`src/rtl/dsbi_defines.vh`:
```
// Constants for the delta-sigma bitstream interface.
// Assumes inclusion by bare name from the rtl/ files only.
`ifndef DSBI_DEFINES_VH
`define DSBI_DEFINES_VH

// Interface modes, high select bit first
`define DSBI_MODE_SYNC 2'h0
`define DSBI_MODE_HALF 2'h1
`define DSBI_MODE_MANCH 2'h2
`define DSBI_MODE_EXT 2'h3

// Phases of one modulator period, counted in system half periods
`define DSBI_PH_W 2
`define DSBI_PH_FIRST 2'h0
`define DSBI_PH_MOD_FALL 2'h2
`define DSBI_PH_EXT_UPD 2'h3
`define DSBI_PH_STEP 2'h1

// Clock rates in kHz
`define DSBI_SYS_FREQ_KHZ 18'h04E20
`define DSBI_CLK_FREQ_KHZ 18'h3D090
`define DSBI_ACC_W 18
`define DSBI_EXT_MIN_KHZ 1000
`define DSBI_EXT_MAX_KHZ 32000

// Modulator datapath
`define DSBI_IN_W 16
`define DSBI_INT_W 24
`define DSBI_FB_LEVEL 24'h007FFF
`define DSBI_BUF_DEPTH 2
`define DSBI_BUF_AW 1

`endif

```
`src/rtl/dsbi_buf2.v`:
```
// Small valid/ready buffer between modulator and output serializer.
// Assumes one clock and an asynchronous active-low reset.
`timescale 1ns/1ps

module dsbi_buf2 #(
  parameter W = 1,
  parameter DEPTH = 2,
  parameter AW = 1
) (
  input wire mclk_i,
  input wire rstn_i,
  input wire in_valid_i,
  output wire in_ready_o,
  input wire [W-1:0] in_data_i,
  output wire out_valid_o,
  input wire out_ready_i,
  output wire [W-1:0] out_data_o
);

  reg [W-1:0] mem_q [0:DEPTH-1];
  reg [AW-1:0] wr_ptr_q;
  reg [AW-1:0] rd_ptr_q;
  reg [AW:0] count_q;
  wire push;
  wire pop;
  integer i;

  function [AW-1:0] ptr_next;
    input [AW-1:0] p;
    begin
      if (p == DEPTH[AW-1:0] - {{(AW-1){1'b0}}, 1'b1}) begin
        ptr_next = {AW{1'b0}};
      end else begin
        ptr_next = p + {{(AW-1){1'b0}}, 1'b1};
      end
    end
  endfunction

  assign in_ready_o = (count_q != DEPTH[AW:0]);
  assign out_valid_o = (count_q != {(AW+1){1'b0}});
  assign out_data_o = mem_q[rd_ptr_q];
  assign push = in_valid_i & in_ready_o;
  assign pop = out_valid_o & out_ready_i;

  always @(posedge mclk_i or negedge rstn_i) begin
    if (!rstn_i) begin
      for (i = 0; i < DEPTH; i = i + 1) begin
        mem_q[i] <= {W{1'b0}};
      end
      wr_ptr_q <= {AW{1'b0}};
      rd_ptr_q <= {AW{1'b0}};
      count_q <= {(AW+1){1'b0}};
    end else begin
      if (push) begin
        mem_q[wr_ptr_q] <= in_data_i;
        wr_ptr_q <= ptr_next(wr_ptr_q);
      end
      if (pop) begin
        rd_ptr_q <= ptr_next(rd_ptr_q);
      end
      if (push && !pop) begin
        count_q <= count_q + {{AW{1'b0}}, 1'b1};
      end else if (pop && !push) begin
        count_q <= count_q - {{AW{1'b0}}, 1'b1};
      end
    end
  end

endmodule

```
`src/rtl/dsbi_top.v`:
```
// Delta-sigma bitstream interface: modulator core and mode-driven output.
// Assumes all pins synchronous to mclk_i (250 MHz); the system clock and
// the external clock pin are modelled as half-period events on mclk_i.
`timescale 1ns/1ps
`include "dsbi_defines.vh"

// Functional notes
// - Mode select pins decode to modes 0..3, high select bit first.
// - Modes 0 to 2 run from internal oscillator at 20 MHz.
// - Modulator clock is system clock divided by two in every mode.
// - Mode 3 external clock 1 to 32 MHz, modulator 500 kHz to 16 MHz.
// - Clock pin is driven in modes 0 to 2, input in mode 3.
// - Mode 0 drives modulator clock; data changes on its falling edge.
// - Mode 1 drives half modulator clock; pin at 5 MHz, data at 10 Mbit/s.
// - Mode 1 data changes midway between clock edges.
// - Mode 2 sends Manchester-coded data on the single data line.
// - Mode 2 holds the clock pin low with no clock output.
// - Mode 3 stops the oscillator and takes system clock from pin.
// - Mode 3 data changes on every second external falling edge.
// - Mode 3 drives modulator clock on divided clock output pin.
// - Ones density 50% at zero, 80% at +256 mV, 20% at -256 mV.
// - Divided clock output is driven only in mode 3.
module dsbi_top #(
  parameter [`DSBI_ACC_W-1:0] SYS_FREQ_KHZ = `DSBI_SYS_FREQ_KHZ,
  parameter [`DSBI_ACC_W-1:0] CLK_FREQ_KHZ = `DSBI_CLK_FREQ_KHZ,
  parameter IN_W = `DSBI_IN_W,
  parameter INT_W = `DSBI_INT_W
) (
  input wire mclk_i,
  input wire rstn_i,
  input wire mode_sel_low_bit_i,
  input wire mode_sel_high_bit_i,
  input wire signed [IN_W-1:0] ain_i,
  input wire clk_pin_i,
  output wire clk_pin_o,
  output wire clk_pin_oe_o,
  output wire bitstream_out_o,
  output wire divided_clock_output_o,
  output wire divided_clock_output_oe_o,
  output wire osc_en_o,
  output wire [1:0] mode_o,
  output wire underrun_o
);

  localparam [`DSBI_ACC_W:0] OSC_STEP = {SYS_FREQ_KHZ, 1'b0};
  localparam [`DSBI_ACC_W:0] OSC_LIM = {1'b0, CLK_FREQ_KHZ};

  // Feedback level of the one-bit DAC, signed, at integrator width
  function signed [INT_W-1:0] dac_level;
    input b;
    begin
      if (b) begin
        dac_level = `DSBI_FB_LEVEL;
      end else begin
        dac_level = -`DSBI_FB_LEVEL;
      end
    end
  endfunction

  // Phase at which a new bit is taken for the given mode
  function [`DSBI_PH_W-1:0] upd_phase;
    input [1:0] m;
    begin
      case (m)
        `DSBI_MODE_SYNC: upd_phase = `DSBI_PH_MOD_FALL;
        `DSBI_MODE_HALF: upd_phase = `DSBI_PH_MOD_FALL;
        `DSBI_MODE_MANCH: upd_phase = `DSBI_PH_FIRST;
        `DSBI_MODE_EXT: upd_phase = `DSBI_PH_EXT_UPD;
        default: upd_phase = `DSBI_PH_FIRST;
      endcase
    end
  endfunction

  // True in the external-clock mode
  function is_ext;
    input [1:0] m;
    begin
      is_ext = (m == `DSBI_MODE_EXT);
    end
  endfunction

  // Manchester line level: a one is low in the first half, high after
  function manch_level;
    input b;
    input [`DSBI_PH_W-1:0] p;
    begin
      manch_level = b ? p[`DSBI_PH_W-1] : ~p[`DSBI_PH_W-1];
    end
  endfunction

  // Mode decode
  reg [1:0] mode_q;
  wire [1:0] mode_d;
  wire mode_chg;
  wire ext_mode;

  assign mode_d = {mode_sel_high_bit_i, mode_sel_low_bit_i};
  assign mode_chg = (mode_d != mode_q);
  assign ext_mode = is_ext(mode_q);

  always @(posedge mclk_i or negedge rstn_i) begin
    if (!rstn_i) begin
      mode_q <= `DSBI_MODE_SYNC;
    end else begin
      mode_q <= mode_d;
    end
  end

  // Internal oscillator: fractional accumulator giving 40 M half-periods/s
  reg [`DSBI_ACC_W-1:0] osc_acc_q;
  wire [`DSBI_ACC_W:0] osc_sum;
  wire osc_tick;
  wire [`DSBI_ACC_W:0] osc_wrap;

  assign osc_sum = {1'b0, osc_acc_q} + OSC_STEP;
  assign osc_tick = ~ext_mode & (osc_sum >= OSC_LIM);
  assign osc_wrap = osc_sum - OSC_LIM;

  always @(posedge mclk_i or negedge rstn_i) begin
    if (!rstn_i) begin
      osc_acc_q <= {`DSBI_ACC_W{1'b0}};
    end else if (ext_mode) begin
      osc_acc_q <= {`DSBI_ACC_W{1'b0}};
    end else if (osc_tick) begin
      osc_acc_q <= osc_wrap[`DSBI_ACC_W-1:0];
    end else begin
      osc_acc_q <= osc_sum[`DSBI_ACC_W-1:0];
    end
  end

  // External system clock edges, pin already synchronous
  reg ext_lvl_q;
  wire ext_rise;
  wire ext_fall;

  assign ext_rise = ext_mode & clk_pin_i & ~ext_lvl_q;
  assign ext_fall = ext_mode & ~clk_pin_i & ext_lvl_q;

  always @(posedge mclk_i or negedge rstn_i) begin
    if (!rstn_i) begin
      ext_lvl_q <= 1'b0;
    end else begin
      ext_lvl_q <= clk_pin_i;
    end
  end

  // Phase within one modulator period: four system half periods
  reg [`DSBI_PH_W-1:0] ph_q;
  reg [`DSBI_PH_W-1:0] ph_d;
  wire [`DSBI_PH_W-1:0] ph_inc;
  wire half_tick;

  assign half_tick = osc_tick | ext_rise | ext_fall;
  assign ph_inc = ph_q + `DSBI_PH_STEP;

  always @* begin
    ph_d = ph_q;
    if (half_tick) begin
      if (ext_rise) begin
        // System rising edges always land on even phases
        ph_d = {ph_inc[`DSBI_PH_W-1], 1'b0};
      end else begin
        ph_d = ph_inc;
      end
    end
  end

  always @(posedge mclk_i or negedge rstn_i) begin
    if (!rstn_i) begin
      ph_q <= `DSBI_PH_FIRST;
    end else if (mode_chg) begin
      ph_q <= `DSBI_PH_FIRST;
    end else begin
      ph_q <= ph_d;
    end
  end

  // Modulator clock is high in the first system period of each phase cycle
  wire mod_clk_d;
  wire upd;
  wire ph_first;

  assign mod_clk_d = ~ph_d[`DSBI_PH_W-1];
  assign upd = half_tick & ~mode_chg & (ph_d == upd_phase(mode_q));
  // Start of a modulator period, where the half-rate clock toggles
  assign ph_first = half_tick & (ph_d == `DSBI_PH_FIRST);

  // Second-order modulator, stalled by the buffer
  reg signed [INT_W-1:0] int1_q;
  reg signed [INT_W-1:0] int2_q;
  wire signed [INT_W-1:0] ain_ext;
  wire signed [INT_W-1:0] fb;
  wire signed [INT_W-1:0] int1_d;
  wire signed [INT_W-1:0] int2_d;
  wire mod_bit;
  wire buf_in_ready;

  assign ain_ext = {{(INT_W-IN_W){ain_i[IN_W-1]}}, ain_i};
  assign mod_bit = ~int2_q[INT_W-1];
  assign fb = dac_level(mod_bit);
  // Density is 1/2 + x/(2 * feedback level), so 0.6 of it gives 80%
  assign int1_d = int1_q + ain_ext - fb;
  assign int2_d = int2_q + int1_d - fb;

  always @(posedge mclk_i or negedge rstn_i) begin
    if (!rstn_i) begin
      int1_q <= {INT_W{1'b0}};
      int2_q <= {INT_W{1'b0}};
    end else if (buf_in_ready) begin
      int1_q <= int1_d;
      int2_q <= int2_d;
    end
  end

  // Two-entry buffer between modulator and output serializer
  wire buf_out_valid;
  wire buf_out_data;

  dsbi_buf2 #(
    .W(1),
    .DEPTH(`DSBI_BUF_DEPTH),
    .AW(`DSBI_BUF_AW)
  ) u_buf (
    .mclk_i(mclk_i),
    .rstn_i(rstn_i),
    .in_valid_i(1'b1),
    .in_ready_o(buf_in_ready),
    .in_data_i(mod_bit),
    .out_valid_o(buf_out_valid),
    .out_ready_i(upd),
    .out_data_o(buf_out_data)
  );

  // Current bit; held when the buffer runs dry
  reg cur_bit_q;
  reg underrun_q;
  wire next_bit;

  assign next_bit = (upd & buf_out_valid) ? buf_out_data : cur_bit_q;

  always @(posedge mclk_i or negedge rstn_i) begin
    if (!rstn_i) begin
      cur_bit_q <= 1'b0;
      underrun_q <= 1'b0;
    end else begin
      cur_bit_q <= next_bit;
      underrun_q <= upd & ~buf_out_valid;
    end
  end

  // Pin drive per mode
  reg clk_pin_q;
  reg clk_pin_d;
  reg clk_oe_q;
  reg half_clk_q;
  reg half_clk_d;
  reg data_q;
  reg data_d;
  reg div_clk_q;
  reg div_clk_d;
  reg div_oe_q;
  wire clk_oe_d;
  wire div_oe_d;

  // Pin directions track the raw mode pins, landing with mode_q
  assign clk_oe_d = ~is_ext(mode_d);
  assign div_oe_d = is_ext(mode_d);

  always @* begin
    clk_pin_d = clk_pin_q;
    half_clk_d = half_clk_q;
    data_d = data_q;
    div_clk_d = 1'b0;
    case (mode_q)
      `DSBI_MODE_SYNC: begin
        clk_pin_d = mod_clk_d;
        if (upd) begin
          data_d = next_bit;
        end
      end
      `DSBI_MODE_HALF: begin
        if (ph_first) begin
          half_clk_d = ~half_clk_q;
        end
        clk_pin_d = half_clk_d;
        if (upd) begin
          data_d = next_bit;
        end
      end
      `DSBI_MODE_MANCH: begin
        clk_pin_d = 1'b0;
        // One: low then high; zero: high then low
        if (half_tick) begin
          data_d = manch_level(next_bit, ph_d);
        end
      end
      `DSBI_MODE_EXT: begin
        clk_pin_d = 1'b0;
        div_clk_d = mod_clk_d;
        if (upd) begin
          data_d = next_bit;
        end
      end
      default: begin
        clk_pin_d = 1'b0;
      end
    endcase
    if (mode_chg) begin
      half_clk_d = 1'b0;
    end
  end

  always @(posedge mclk_i or negedge rstn_i) begin
    if (!rstn_i) begin
      clk_pin_q <= 1'b0;
      clk_oe_q <= 1'b0;
      half_clk_q <= 1'b0;
      data_q <= 1'b0;
      div_clk_q <= 1'b0;
      div_oe_q <= 1'b0;
    end else begin
      clk_pin_q <= clk_pin_d;
      clk_oe_q <= clk_oe_d;
      half_clk_q <= half_clk_d;
      data_q <= data_d;
      div_clk_q <= div_clk_d;
      div_oe_q <= div_oe_d;
    end
  end

  assign clk_pin_o = clk_pin_q;
  assign clk_pin_oe_o = clk_oe_q;
  assign bitstream_out_o = data_q;
  assign divided_clock_output_o = div_clk_q;
  assign divided_clock_output_oe_o = div_oe_q;
  assign osc_en_o = ~ext_mode;
  assign mode_o = mode_q;
  assign underrun_o = underrun_q;

endmodule

```
`config.mk`:
```
export PLATFORM = sky130hd
export DESIGN_NAME = dsbi_top
export DESIGN_NICKNAME = d
export VERILOG_FILES = /design/src/rtl/dsbi_buf2.v /design/src/rtl/dsbi_top.v
export VERILOG_INCLUDE_DIRS = /design/src /design/src/rtl
export SDC_FILE = /design/constraint.sdc
export NUM_CORES = 1
export LEC_CHECK = 0
export BUFFER_PORTS_ARGS = -buffer_cell sky130_fd_sc_hd__clkbuf_2
export CORE_ASPECT_RATIO = 1.4
export CORE_UTILIZATION = 55
export DETAILED_ROUTE_END_ITERATION = 8
export PLACE_DENSITY = 0.79
export SLEW_MARGIN = 10
export SYNTH_ARGS = -nofsm -noshare
export SYNTH_HDL_FRONTEND = slang
export SYNTH_HIERARCHICAL = 1
export SYNTH_SLANG_ARGS = --single-unit
```
`constraint.sdc`:
```
create_clock -name mclk_i -period 7.15 [get_ports mclk_i]
set_clock_uncertainty 0.05 [all_clocks]
set_input_delay 1.43 -clock mclk_i [delete_from_list [all_inputs] [get_ports mclk_i]]
set_output_delay 1.43 -clock mclk_i [all_outputs]
set_load 0.005 [all_outputs]
```
==> run summary, run 1 <==
Row count - 48
DR iter-0 viols - 201
Max-Cap Viols - 0
Die area - 13,400 um^2
Root Buffer - clkbuf_16
Crit-path max FO - 5
Post-Synth Simple-Gate Area - 13.5%
Status - finished with violations
Critical Path Slowest Stage Cell - o41ai_1
Layout fillers - 1,033
Largest net degree at the start of global routing - 71
Cts repair resizes - 0
Vias in the first global route - 5,641
GRT overflow - 0
Failing checks - DRC
Largest family of logic cells by synthesized area - adder cells
Grt met2 use - 45.2%
Post-Syn Area - 7110 um^2
Max-slew violations - 0
Core Box Area - 12,500 um^2
H-Tree Depth - 3
Initial antenna violation count - 0
Worst-margin pin slew - 944 ps
EDFF count, synth - 0
Mux cell area share after synthesis - 6.57%
Sinks on Clock Net - 81
Area Growth Syn to Fin - 8.43%
Max-slew headroom - 37.1%
Die width - 98.1 um
CP arrival - 6870 ps
Final wirelength - 14,800 um
Busiest grt layer - met2
Drt pass-1 iters - 6
Layout cells sized above 1 - 12.1%
CTS Buf Count - 9
Fin crit period - 6730 ps
Area share of fa/ha/maj cells after synthesis - 22.3%
Startpoint types - input pin
Global Route met1 Usage - 25.4%
CP Capture Type - flip-flop
# diodes - 0
RSZ-0062 raised after global routing - no
Compound-gate portion of the synthesized area - 15.1%
Yosys cell types - 68
# setup viols final - 0
Nets@finish - 881
Clock transition at the registers of the reported paths - 60 ps
Ports - 30
Drt wl/cell - 16.2 um
Worst path required time - 7290 ps
Hold crit path type - reg -> reg
Post-Synth XOR/XNOR Area - 8.96%
Critical path type - in -> reg
Worst skew pair latency - 340 ps
Path depth of the worst reg2reg path - 20
Post-synth top cells - dfrtp_1 (81), inv_1 (71), a21oi_1 (53), ha_1 (53), nor2_1 (49)
WHS Path Cells - 1
Clk buf depth - 2
DRC errors left - 4
Die Span Y - 136 um
Proportion of synthesized chip area in sequential cells - 28.5%
Synth Instances - 733
Slowest stage delay, CP - 600 ps
Port Buffers - 29
Dominant synthesized flop cell - dfrtp_1
Syn avg cell area - 9.69 um^2
DRT antenna net count - 0
GRT Util Overall - 23.6%
Synth area leader - dfrtp_1
GR Layer Usage met3 - 3.39%
First-pass GRT wire length - 25,100 um
Post-CTS setup buffers - 0
Most frequent cell after synthesis - dfrtp_1
Crit-path cells - clkbuf_2, fa_1, ha_1, a211oi_1, nor2_1, o41ai_1, buf_4, nor2_1, nor2_1, xnor2_1, fa_1, ha_1, and3_1, o21ai_0, o221ai_1, o41ai_1, o21ai_0, o31ai_1, o21ai_0, xor3_1, mux2i_1
CTS tree - done
Synth top area cells - dfrtp_1 (29%), fa_1 (13%), ha_1 (9.3%), xnor2_1 (5.1%), mux2_2 (4.3%)
Via density - 5.96
FF+latch count, synth - 81
Peak Freq - 0.149 GHz
Total vias in the final route - 5,457
Tcrit/Tclk final - 94.1%
Yosys synthesis warning count - 6
Share of flip-flops with an asynchronous set or reset - 100%
Synth top area share - 28.5%
Hold buffers post-CTS - 0
DPL Wire Length - 10,900 um
Total Neg Setup Slack - 0 ps
Final hold vios - 0
Initial Utilization - 56.9%
Final Wtd Congestion - 0.895
## kinds of logic (layout without fill, tap and decap cells)
| group | count (synthesis) | in the layout |
|---|---|---|
| compound gates | 162 | 162 |
| simple gates | 186 | 186 |
| other cells | 1 | 3 |
| mux | 43 | 43 |
| xor+xnor | 71 | 71 |
| flops | 81 | 81 |
| fa+ha+maj | 99 | 99 |
| buf+inv | 90 | 121 |
## per-layer routing
metal	share of wire [%]	wire length, um
met3	3.1	457
met1	40	5920
met4	2.9	429
met2	54	8020
met5	0	0
## cell usage in the layout, fill, tap and decap left out, types with 28 or more instances in the layout
cell and count:
dfrtp_1 80, inv_1 71, a21oi_1 53, ha_1 53, nor2_1 49, fa_1 46, xnor2_1 41, nand2_1 34
xor2_1 29, o21ai_0 28, clkbuf_2 28
## cell type report
cell class | count | area, um^2 | area share [%]
clock buffer | 9 | 225 | 2.92
clock inverter | 7 | 85.1 | 1.10
inverter | 72 | 270 | 3.51
multi-input combinational | 564 | 4730 | 61.4
sequential | 81 | 2030 | 26.3
tap | 150 | 188 | 2.44
timing repair buffer | 33 | 178 | 2.31
## per-stage QoR
step | worst slack [ps] | std cells | area [um^2] | hold slack (ps) | utilization [%]
5_1_grt | 134 | 916 | 7700 | 458 | 61.7
4_1_cts | 444 | 916 | 7700 | 445 | 61.7
6_report | 422 | 916 | 7700 | 437 | 61.7
3_5_place_dp | 116 | 900 | 7390 | 433 | 59.2
3_3_place_gp | 414 | 900 | 7390 | 420 | 59.2
2_1_floorplan | 415 | 735 | 7110 | 404 | -
## registers in the layout, summed over array words and instances, names as in the netlist
signal and flops:
bitstream_out_o 1, clk_pin_o 1, clk_pin_oe_o 1, cur_bit_q 1
divided_clock_output_o 1, divided_clock_output_oe_o 1, ext_lvl_q 1, half_clk_q 1
int1_q 24, int2_q 24, mode_o 2, osc_acc_q 14
ph_q 2, u_buf/count_q 2, u_buf/mem_q 2, u_buf/rd_ptr_q 1
u_buf/wr_ptr_q 1, underrun_o 1
## worst max-delay path, delay by kind of cell
kind / cells / cell delay (ps)
AND/OR/NAND/NOR: 4 / 500
buffers and inverters: 2 / 300
multiplexers: 1 / 70
AO/OA/AOI/OAI: 8 / 2460
XOR/XNOR: 2 / 390
adder cells (fa/ha/maj): 4 / 1710
## path summary, 6_finish.rpt
path | from | to | slack (ps)
max | ain_i[1] | int2_q[23]$_DFFE_PN0P_ | 420
min | u_buf/rd_ptr_q$_DFFE_PN0P_ | u_buf/rd_ptr_q$_DFFE_PN0P_ | 440
max reg2reg | int2_q[23]$_DFFE_PN0P_ | int2_q[23]$_DFFE_PN0P_ | 760
min reg2reg | u_buf/rd_ptr_q$_DFFE_PN0P_ | u_buf/rd_ptr_q$_DFFE_PN0P_ | 440
max in group asynchronous | rstn_i | int2_q[23]$_DFFE_PN0P_ | 4970
min in group asynchronous | rstn_i | int1_q[5]$_DFFE_PN0P_ | 870
Power of run 1 is left out: the tool's default activity adds up to more than one toggle a clock period on the data nets, which glitch-free logic cannot reach.
==> inputs of run 2 (changes only) <==
--- a/config.mk
+++ b/config.mk
@@ -6,6 +6,7 @@
 export SDC_FILE = /design/constraint.sdc
 export NUM_CORES = 1
 export LEC_CHECK = 0
+export ABC_AREA = 1
 export BUFFER_PORTS_ARGS = -buffer_cell sky130_fd_sc_hd__clkbuf_2
 export CORE_ASPECT_RATIO = 1.4
 export CORE_UTILIZATION = 55
==> run 2 against run 1 <==
Against the previous run:
- the run now ends clean
- synthesized cell count rose by 18%
- final cell count is 16% higher
- first-iteration DRC count up 13%
- design area down 0.84%
- via count rose by 6.4%
- flip-flop and latch count unchanged
- count of clock-buffer cells in the layout rose by 1
- synthesized area shrank 1.3%
- non-clock buffer count fell by 1
- sequential share of layout area increased by 0.22 points
- maximum frequency grew 8.3%
==> run summary, run 2 <==
Crit. path cell count - 22
Synth area leader - dfrtp_1
Status - complete, no violations
DRT antenna net count - 0
Dpl ws - 611 ps
Fin crit period - 6210 ps
DR iter-0 viols - 227
Worst-margin pin slew - 1020 ps
Dominant synthesized flop cell - dfrtp_1
Synth Instances - 868
Regs by FF count - int1_q (24), int2_q (24), osc_acc_q (14)
Setup crit end - int2_q[21]$_DFFE_PN0P_
Final Wtd Congestion - 0.887
CTS tree - done
Max-slew headroom - 32.2%
Crit-path cells - clkbuf_2, fa_1, ha_1, nand2_1, nor2_1, a21oi_1, o31ai_1, a21boi_0, o21ai_0, a31oi_1, xor2_1, fa_1, inv_1, ha_1, nand2_1, nor2_1, a2111oi_0, nand3_1, a31o_2, or2_2, nand3_1, o21ai_0
Die width - 97.5 um
Crit path buf inv count - 2
Reg area - 2030 um^2
Area Growth Syn to Fin - 8.88%
Hold buffers post-CTS - 0
Area of the multi-input gates - 4520 um^2
Sinks on Clock Net - 81
Proportion of synthesized chip area in sequential cells - 28.9%
Hold WS - 424 ps
Commonest non-fill, non-tap cells in the layout - nand2_1 (203), inv_1 (110), dfrtp_1 (80)
Core Box Area - 12,400 um^2
Max-Cap Viols - 0
Vias in the first global route - 5,842
Share of flip-flops with an asynchronous set or reset - 100%
GRT Util Overall - 24.3%
CP startpoint - ain_i[3]
Largest net degree at the start of global routing - 78
RSZ-0062 raised after global routing - no
RR Startpoint - int2_q[23]$_DFFE_PN0P_
Crit path max-delay family - compound AO/OA/AOI/OAI gates
First-pass GRT wire length - 25,800 um
Post-synth top cells - nand2_1 (203), inv_1 (110), dfrtp_1 (81), a21oi_1 (58), o21ai_0 (58)
Crit-path max FO - 5
Initial Utilization - 56.7%
Yosys synthesis warning count - 6
Post-CTS setup buffers - 0
Root Buffer - clkbuf_16
# setup viols final - 0
Final hold vios - 0
Drt pass-1 iters - 4
Yosys cell types - 47
Slowest stage delay, CP - 490 ps
Final wirelength - 14,900 um
Synth top area share - 28.9%
Port Buffers - 29
Worst skew pair latency - 350 ps
Synth top area cells - dfrtp_1 (29%), fa_1 (13%), nand2_1 (11%), ha_1 (9.5%), inv_1 (5.9%)
GRT overflow - 0
Die Span Y - 136 um
Path depth of the worst reg2reg path - 23
Tcrit/Tclk final - 86.9%
Worst R2R End - int2_q[21]$_DFFE_PN0P_
Via density - 5.49
Initial antenna violation count - 0
Layout cells sized above 1 - 11.0%
Syn avg cell area - 8.08 um^2
Post-Syn Area - 7020 um^2
Max-slew violations - 0
DPL Wire Length - 11,300 um
FF+latch count, synth - 81
Peak Freq - 0.161 GHz
# diodes - 0
Row count - 48
Startpoint types - input pin
Clock transition at the registers of the reported paths - 60 ps
Worst path required time - 7310 ps
Most frequent cell after synthesis - nand2_1
Setup ws final - 938 ps
Layout fillers - 1,081
DRC errors left - 0
Nets@finish - 1,023
Clk buf depth - 2
Total Neg Setup Slack - 0 ps
R2R Setup Slk - 1490 ps
Cts repair resizes - 0
Commonest non-fill, non-tap cell in the layout - nand2_1
CTS Buf Count - 9
Die area - 13,200 um^2
CP arrival - 6370 ps
Drt wl/cell - 14.1 um
Critical path type - in -> reg
Total vias in the final route - 5,808
Hold crit path type - reg -> reg
Ports - 30
Critical Path Slowest Stage Cell - fa_1
H-Tree Depth - 3
CP Capture Type - flip-flop
EDFF count, synth - 0
## run 2: cell count changes after synthesis, moves of 10 or more
cell and delta:
o21ai_0 +30, inv_1 +39, mux2_2 -27, xnor2_1 -16, nand2b_1 -12, nand2_2 +16
nand2_1 +169, nor2b_1 -10, xor2_1 -13, nand3_1 +32, mux2i_1 -14, a21o_1 -18
## run 2: worst reg2reg max path, delay by kind of cell (launching register included)
family          cells  cell delay, ps
buf+inv             1              40
flops               1             610
simple gates        9            1030
compound gates      8            1910
fa+ha+maj           4            1710
xor+xnor            1             190
## run 2: metrics by stage
stage | util (%) | area [um^2] | instances
3_3_place_gp | 59.3 | 7340 | 1042
4_1_cts | 61.8 | 7640 | 1058
5_1_grt | 61.8 | 7640 | 1058
2_1_floorplan | - | 7030 | 872
6_report | 61.8 | 7640 | 1058
3_5_place_dp | 59.3 | 7340 | 1042
## run 2: worst min-delay path by stage
stage,from,to,slack [ps],cells past startpoint
floorplan,u_buf/mem_q[0]$_DFFE_PN0P_,u_buf/mem_q[0]$_DFFE_PN0P_,390,2
global placement,u_buf/mem_q[1]$_DFFE_PN0P_,u_buf/mem_q[1]$_DFFE_PN0P_,410,2
detailed placement,u_buf/mem_q[0]$_DFFE_PN0P_,u_buf/mem_q[0]$_DFFE_PN0P_,410,2
CTS,u_buf/mem_q[0]$_DFFE_PN0P_,u_buf/mem_q[0]$_DFFE_PN0P_,430,2
global route,u_buf/mem_q[1]$_DFFE_PN0P_,u_buf/mem_q[1]$_DFFE_PN0P_,460,2
finish,u_buf/mem_q[0]$_DFFE_PN0P_,u_buf/mem_q[0]$_DFFE_PN0P_,420,2
## run 2: cell type report
cell class / count / share of cell area, %
multi-input combinational: 662 / 59.1
sequential: 81 / 26.5
inverter: 117 / 5.75
clock buffer: 10 / 3.00
tap: 150 / 2.46
timing repair buffer: 32 / 2.23
clock inverter: 6 / 0.901
## run 2: kinds of logic (layout without fill, tap and decap cells)
logic type,Yosys count,count (layout),share of synthesized area (%)
fa+ha+maj,99,99,22.6
other cells,1,5,0.0534
compound gates,147,147,11.5
buf+inv,129,165,6.95
flops,81,81,28.9
xor+xnor,42,42,5.51
simple gates,369,369,24.5
## run 2: routing by layer
layer | vias up | track usage, % | share of wire [%]
met1 | 2755 | 27.2 | 41
met3 | 51 | 3.51 | 2.5
met2 | 110 | 45.0 | 53
met5 | - | 0 | 0
li1 | 2892 | - | -
met4 | 0 | 11.7 | 4.1
Power of run 2 is left out for the same reason.
==> inputs of run 3 (changes only) <==
--- a/config.mk
+++ b/config.mk
@@ -9,11 +9,11 @@
 export ABC_AREA = 1
 export BUFFER_PORTS_ARGS = -buffer_cell sky130_fd_sc_hd__clkbuf_2
 export CORE_ASPECT_RATIO = 1.4
+export CORE_MARGIN = 4
 export CORE_UTILIZATION = 55
 export DETAILED_ROUTE_END_ITERATION = 8
 export PLACE_DENSITY = 0.79
 export SLEW_MARGIN = 10
 export SYNTH_ARGS = -nofsm -noshare
 export SYNTH_HDL_FRONTEND = slang
-export SYNTH_HIERARCHICAL = 1
 export SYNTH_SLANG_ARGS = --single-unit
==> run 3 against run 2 <==
Against the previous run:
- global-route usage is 1.8 points lower
- maximum frequency is 1.1% higher
- sequential share of layout area is 0.43 points higher
- synthesized area is 1.8% lower
- synthesized cell count is 1.8% lower
- via count is 2.7% lower
==> run summary, run 3 <==
# diodes - 0
Largest net degree at the start of global routing - 70
Row count - 48
Crit-path max FO - 5
Path depth of the worst reg2reg path - 21
Max-slew headroom - 42.2%
CP Capture Type - flip-flop
Post-Synth XOR/XNOR Area - 5.47%
Layout cells sized above 1 - 9.55%
Worst-margin pin slew - 867 ps
Area Growth Syn to Fin - 9.14%
DRT antenna net count - 0
Worst path required time - 7300 ps
Final wirelength - 15,000 um
First-pass GRT wire length - 26,000 um
Net Count, Synth - 972
Tcrit/Tclk final - 85.9%
Initial Utilization - 56.0%
Port Buffers - 29
Die width - 103 um
Most frequent cell after synthesis - nand2_1
DR iter-0 viols - 192
# setup viols final - 0
Largest family of logic cells by synthesized area - adder cells
Max-Cap Viols - 0
DPL Wire Length - 11,600 um
Cts repair resizes - 0
FF+latch count, synth - 81
Hold Path Sink - int1_q[19]$_DFFE_PN0N_
Final hold vios - 0
Yosys cell types - 41
DRC errors left - 0
CP arrival - 6290 ps
Ports - 30
Peak Freq - 0.163 GHz
Clk buf depth - 2
Via density - 5.43
H-Tree Depth - 3
Total vias in the final route - 5,649
Critical path type - in -> reg
GRT overflow - 0
Synth top area share - 29.4%
Startpoint types - input pin
Fin crit period - 6150 ps
Compound-gate portion of the synthesized area - 12.8%
CTS Buf Count - 9
R2R Setup Slk - 1160 ps
Die area - 14,400 um^2
Regs by FF count - int1_q (24), int2_q (24), osc_acc_q (14)
Yosys synthesis warning count - 0
Synth area leader - dfrtp_1
Vias in the first global route - 5,798
Commonest non-fill, non-tap cell in the layout - nand2_1
EDFF count, synth - 0
RSZ-0062 raised after global routing - no
Drt wl/cell - 14.4 um
Post-synth top cells - nand2_1 (203), inv_1 (112), dfrtp_1 (81), a21oi_1 (65), o21ai_0 (61)
Status - complete, no violations
Sinks on Clock Net - 81
Post-Synth Simple-Gate Area - 22.5%
Dominant synthesized flop cell - dfrtp_1
Core Box Area - 12,300 um^2
Hold Path Origin - int1_q[19]$_DFFE_PN0N_
Initial antenna violation count - 0
Hold crit path type - reg -> reg
Synth top area cells - dfrtp_1 (29%), fa_1 (13%), nand2_1 (11%), ha_1 (9.6%), inv_1 (6.1%)
Die Span Y - 140 um
Syn avg cell area - 8.09 um^2
Post-Syn Area - 6890 um^2
Proportion of synthesized chip area in sequential cells - 29.4%
Share of flip-flops with an asynchronous set or reset - 100%
Max-slew violations - 0
CTS tree - done
Worst skew pair latency - 340 ps
Root Buffer - clkbuf_16
Commonest non-fill, non-tap cells in the layout - nand2_1 (203), inv_1 (112), dfrtp_1 (80)
Total Neg Setup Slack - 0 ps
RR Startpoint - int2_q[23]$_DFFE_PN0N_
Hold buffers post-CTS - 0
Clock transition at the registers of the reported paths - 70 ps
WHS Path Cells - 2
GRT Util Overall - 22.5%
Final Wtd Congestion - 0.873
Nets@finish - 1,005
Area share of fa/ha/maj cells after synthesis - 23.0%
Post-CTS setup buffers - 0
Drt pass-1 iters - 7
Synth Instances - 852
Mux cell area share after synthesis - 0%
Worst R2R End - int2_q[21]$_DFFE_PN0N_
run 3: kinds of logic (layout without fill, tap and decap cells):
logic type / after synthesis / count (layout)
simple gates: 344 / 344
compound gates: 161 / 161
buf+inv: 124 / 162
fa+ha+maj: 99 / 99
flops: 81 / 81
xor+xnor: 43 / 43
run 3: layout make-up:
class	count	area (um^2)
Fill cell	1091	4790
Sequential cell	81	2030
Tap cell	150	188
Inverter	113	424
Multi-Input combinational cell	647	4400
Clock buffer	9	225
Clock inverter	7	71.3
Timing Repair Buffer	33	178
run 3: per-stage QoR:
step                      setup WS, ps  hold slack (ps)  utilization [%]  std cells  cell area, um^2
after floorplan                    964              403                -        852             6890
after global placement             867              418             58.7       1024             7220
after detailed placement           692              423             58.7       1024             7220
after CTS                         1010              441             61.1       1040             7520
after global routing               579              460             61.1       1040             7520
final                             1000              433             61.1       1040             7520
run 3: worst max-delay path by stage:
| stage | start | slack [ps] | to |
|---|---|---|---|
| global placement | ain_i[2] | 870 | int2_q[21]$_DFFE_PN0N_ |
| floorplan | int2_q[23]$_DFFE_PN0N_ | 960 | int2_q[21]$_DFFE_PN0N_ |
| finish | ain_i[2] | 1000 | int2_q[21]$_DFFE_PN0N_ |
| global route | ain_i[2] | 580 | int2_q[21]$_DFFE_PN0N_ |
| CTS | ain_i[2] | 1010 | int2_q[21]$_DFFE_PN0N_ |
| detailed placement | ain_i[2] | 690 | int2_q[21]$_DFFE_PN0N_ |
run 3: worst max-delay path: stages:
cell and delay (ps):
clkbuf_2 90, fa_1 470, ha_1 360, nand3_1 100, nand2_1 100, a21oi_1 100, o21ai_1 310, a31oi_1 170
o21ai_0 290, xor2_1 260, fa_1 470, ha_1 380, nand2_1 110, nor2_1 170, inv_1 60, o31ai_1 410
a21oi_1 160, o21ai_0 390, nand3_1 130, nand2_1 100, xor2_1 130, o21ai_0 90
run 3: metal layers:
metal	vias to the layer above	global-route usage, %	wire (um)
met1	2670	26.5	6090
met2	99	40.4	8050
met3	24	3.09	419
li1	2856	-	-
met4	0	8.78	414
met5	-	0	0
Power of run 3 is left out for the same reason.
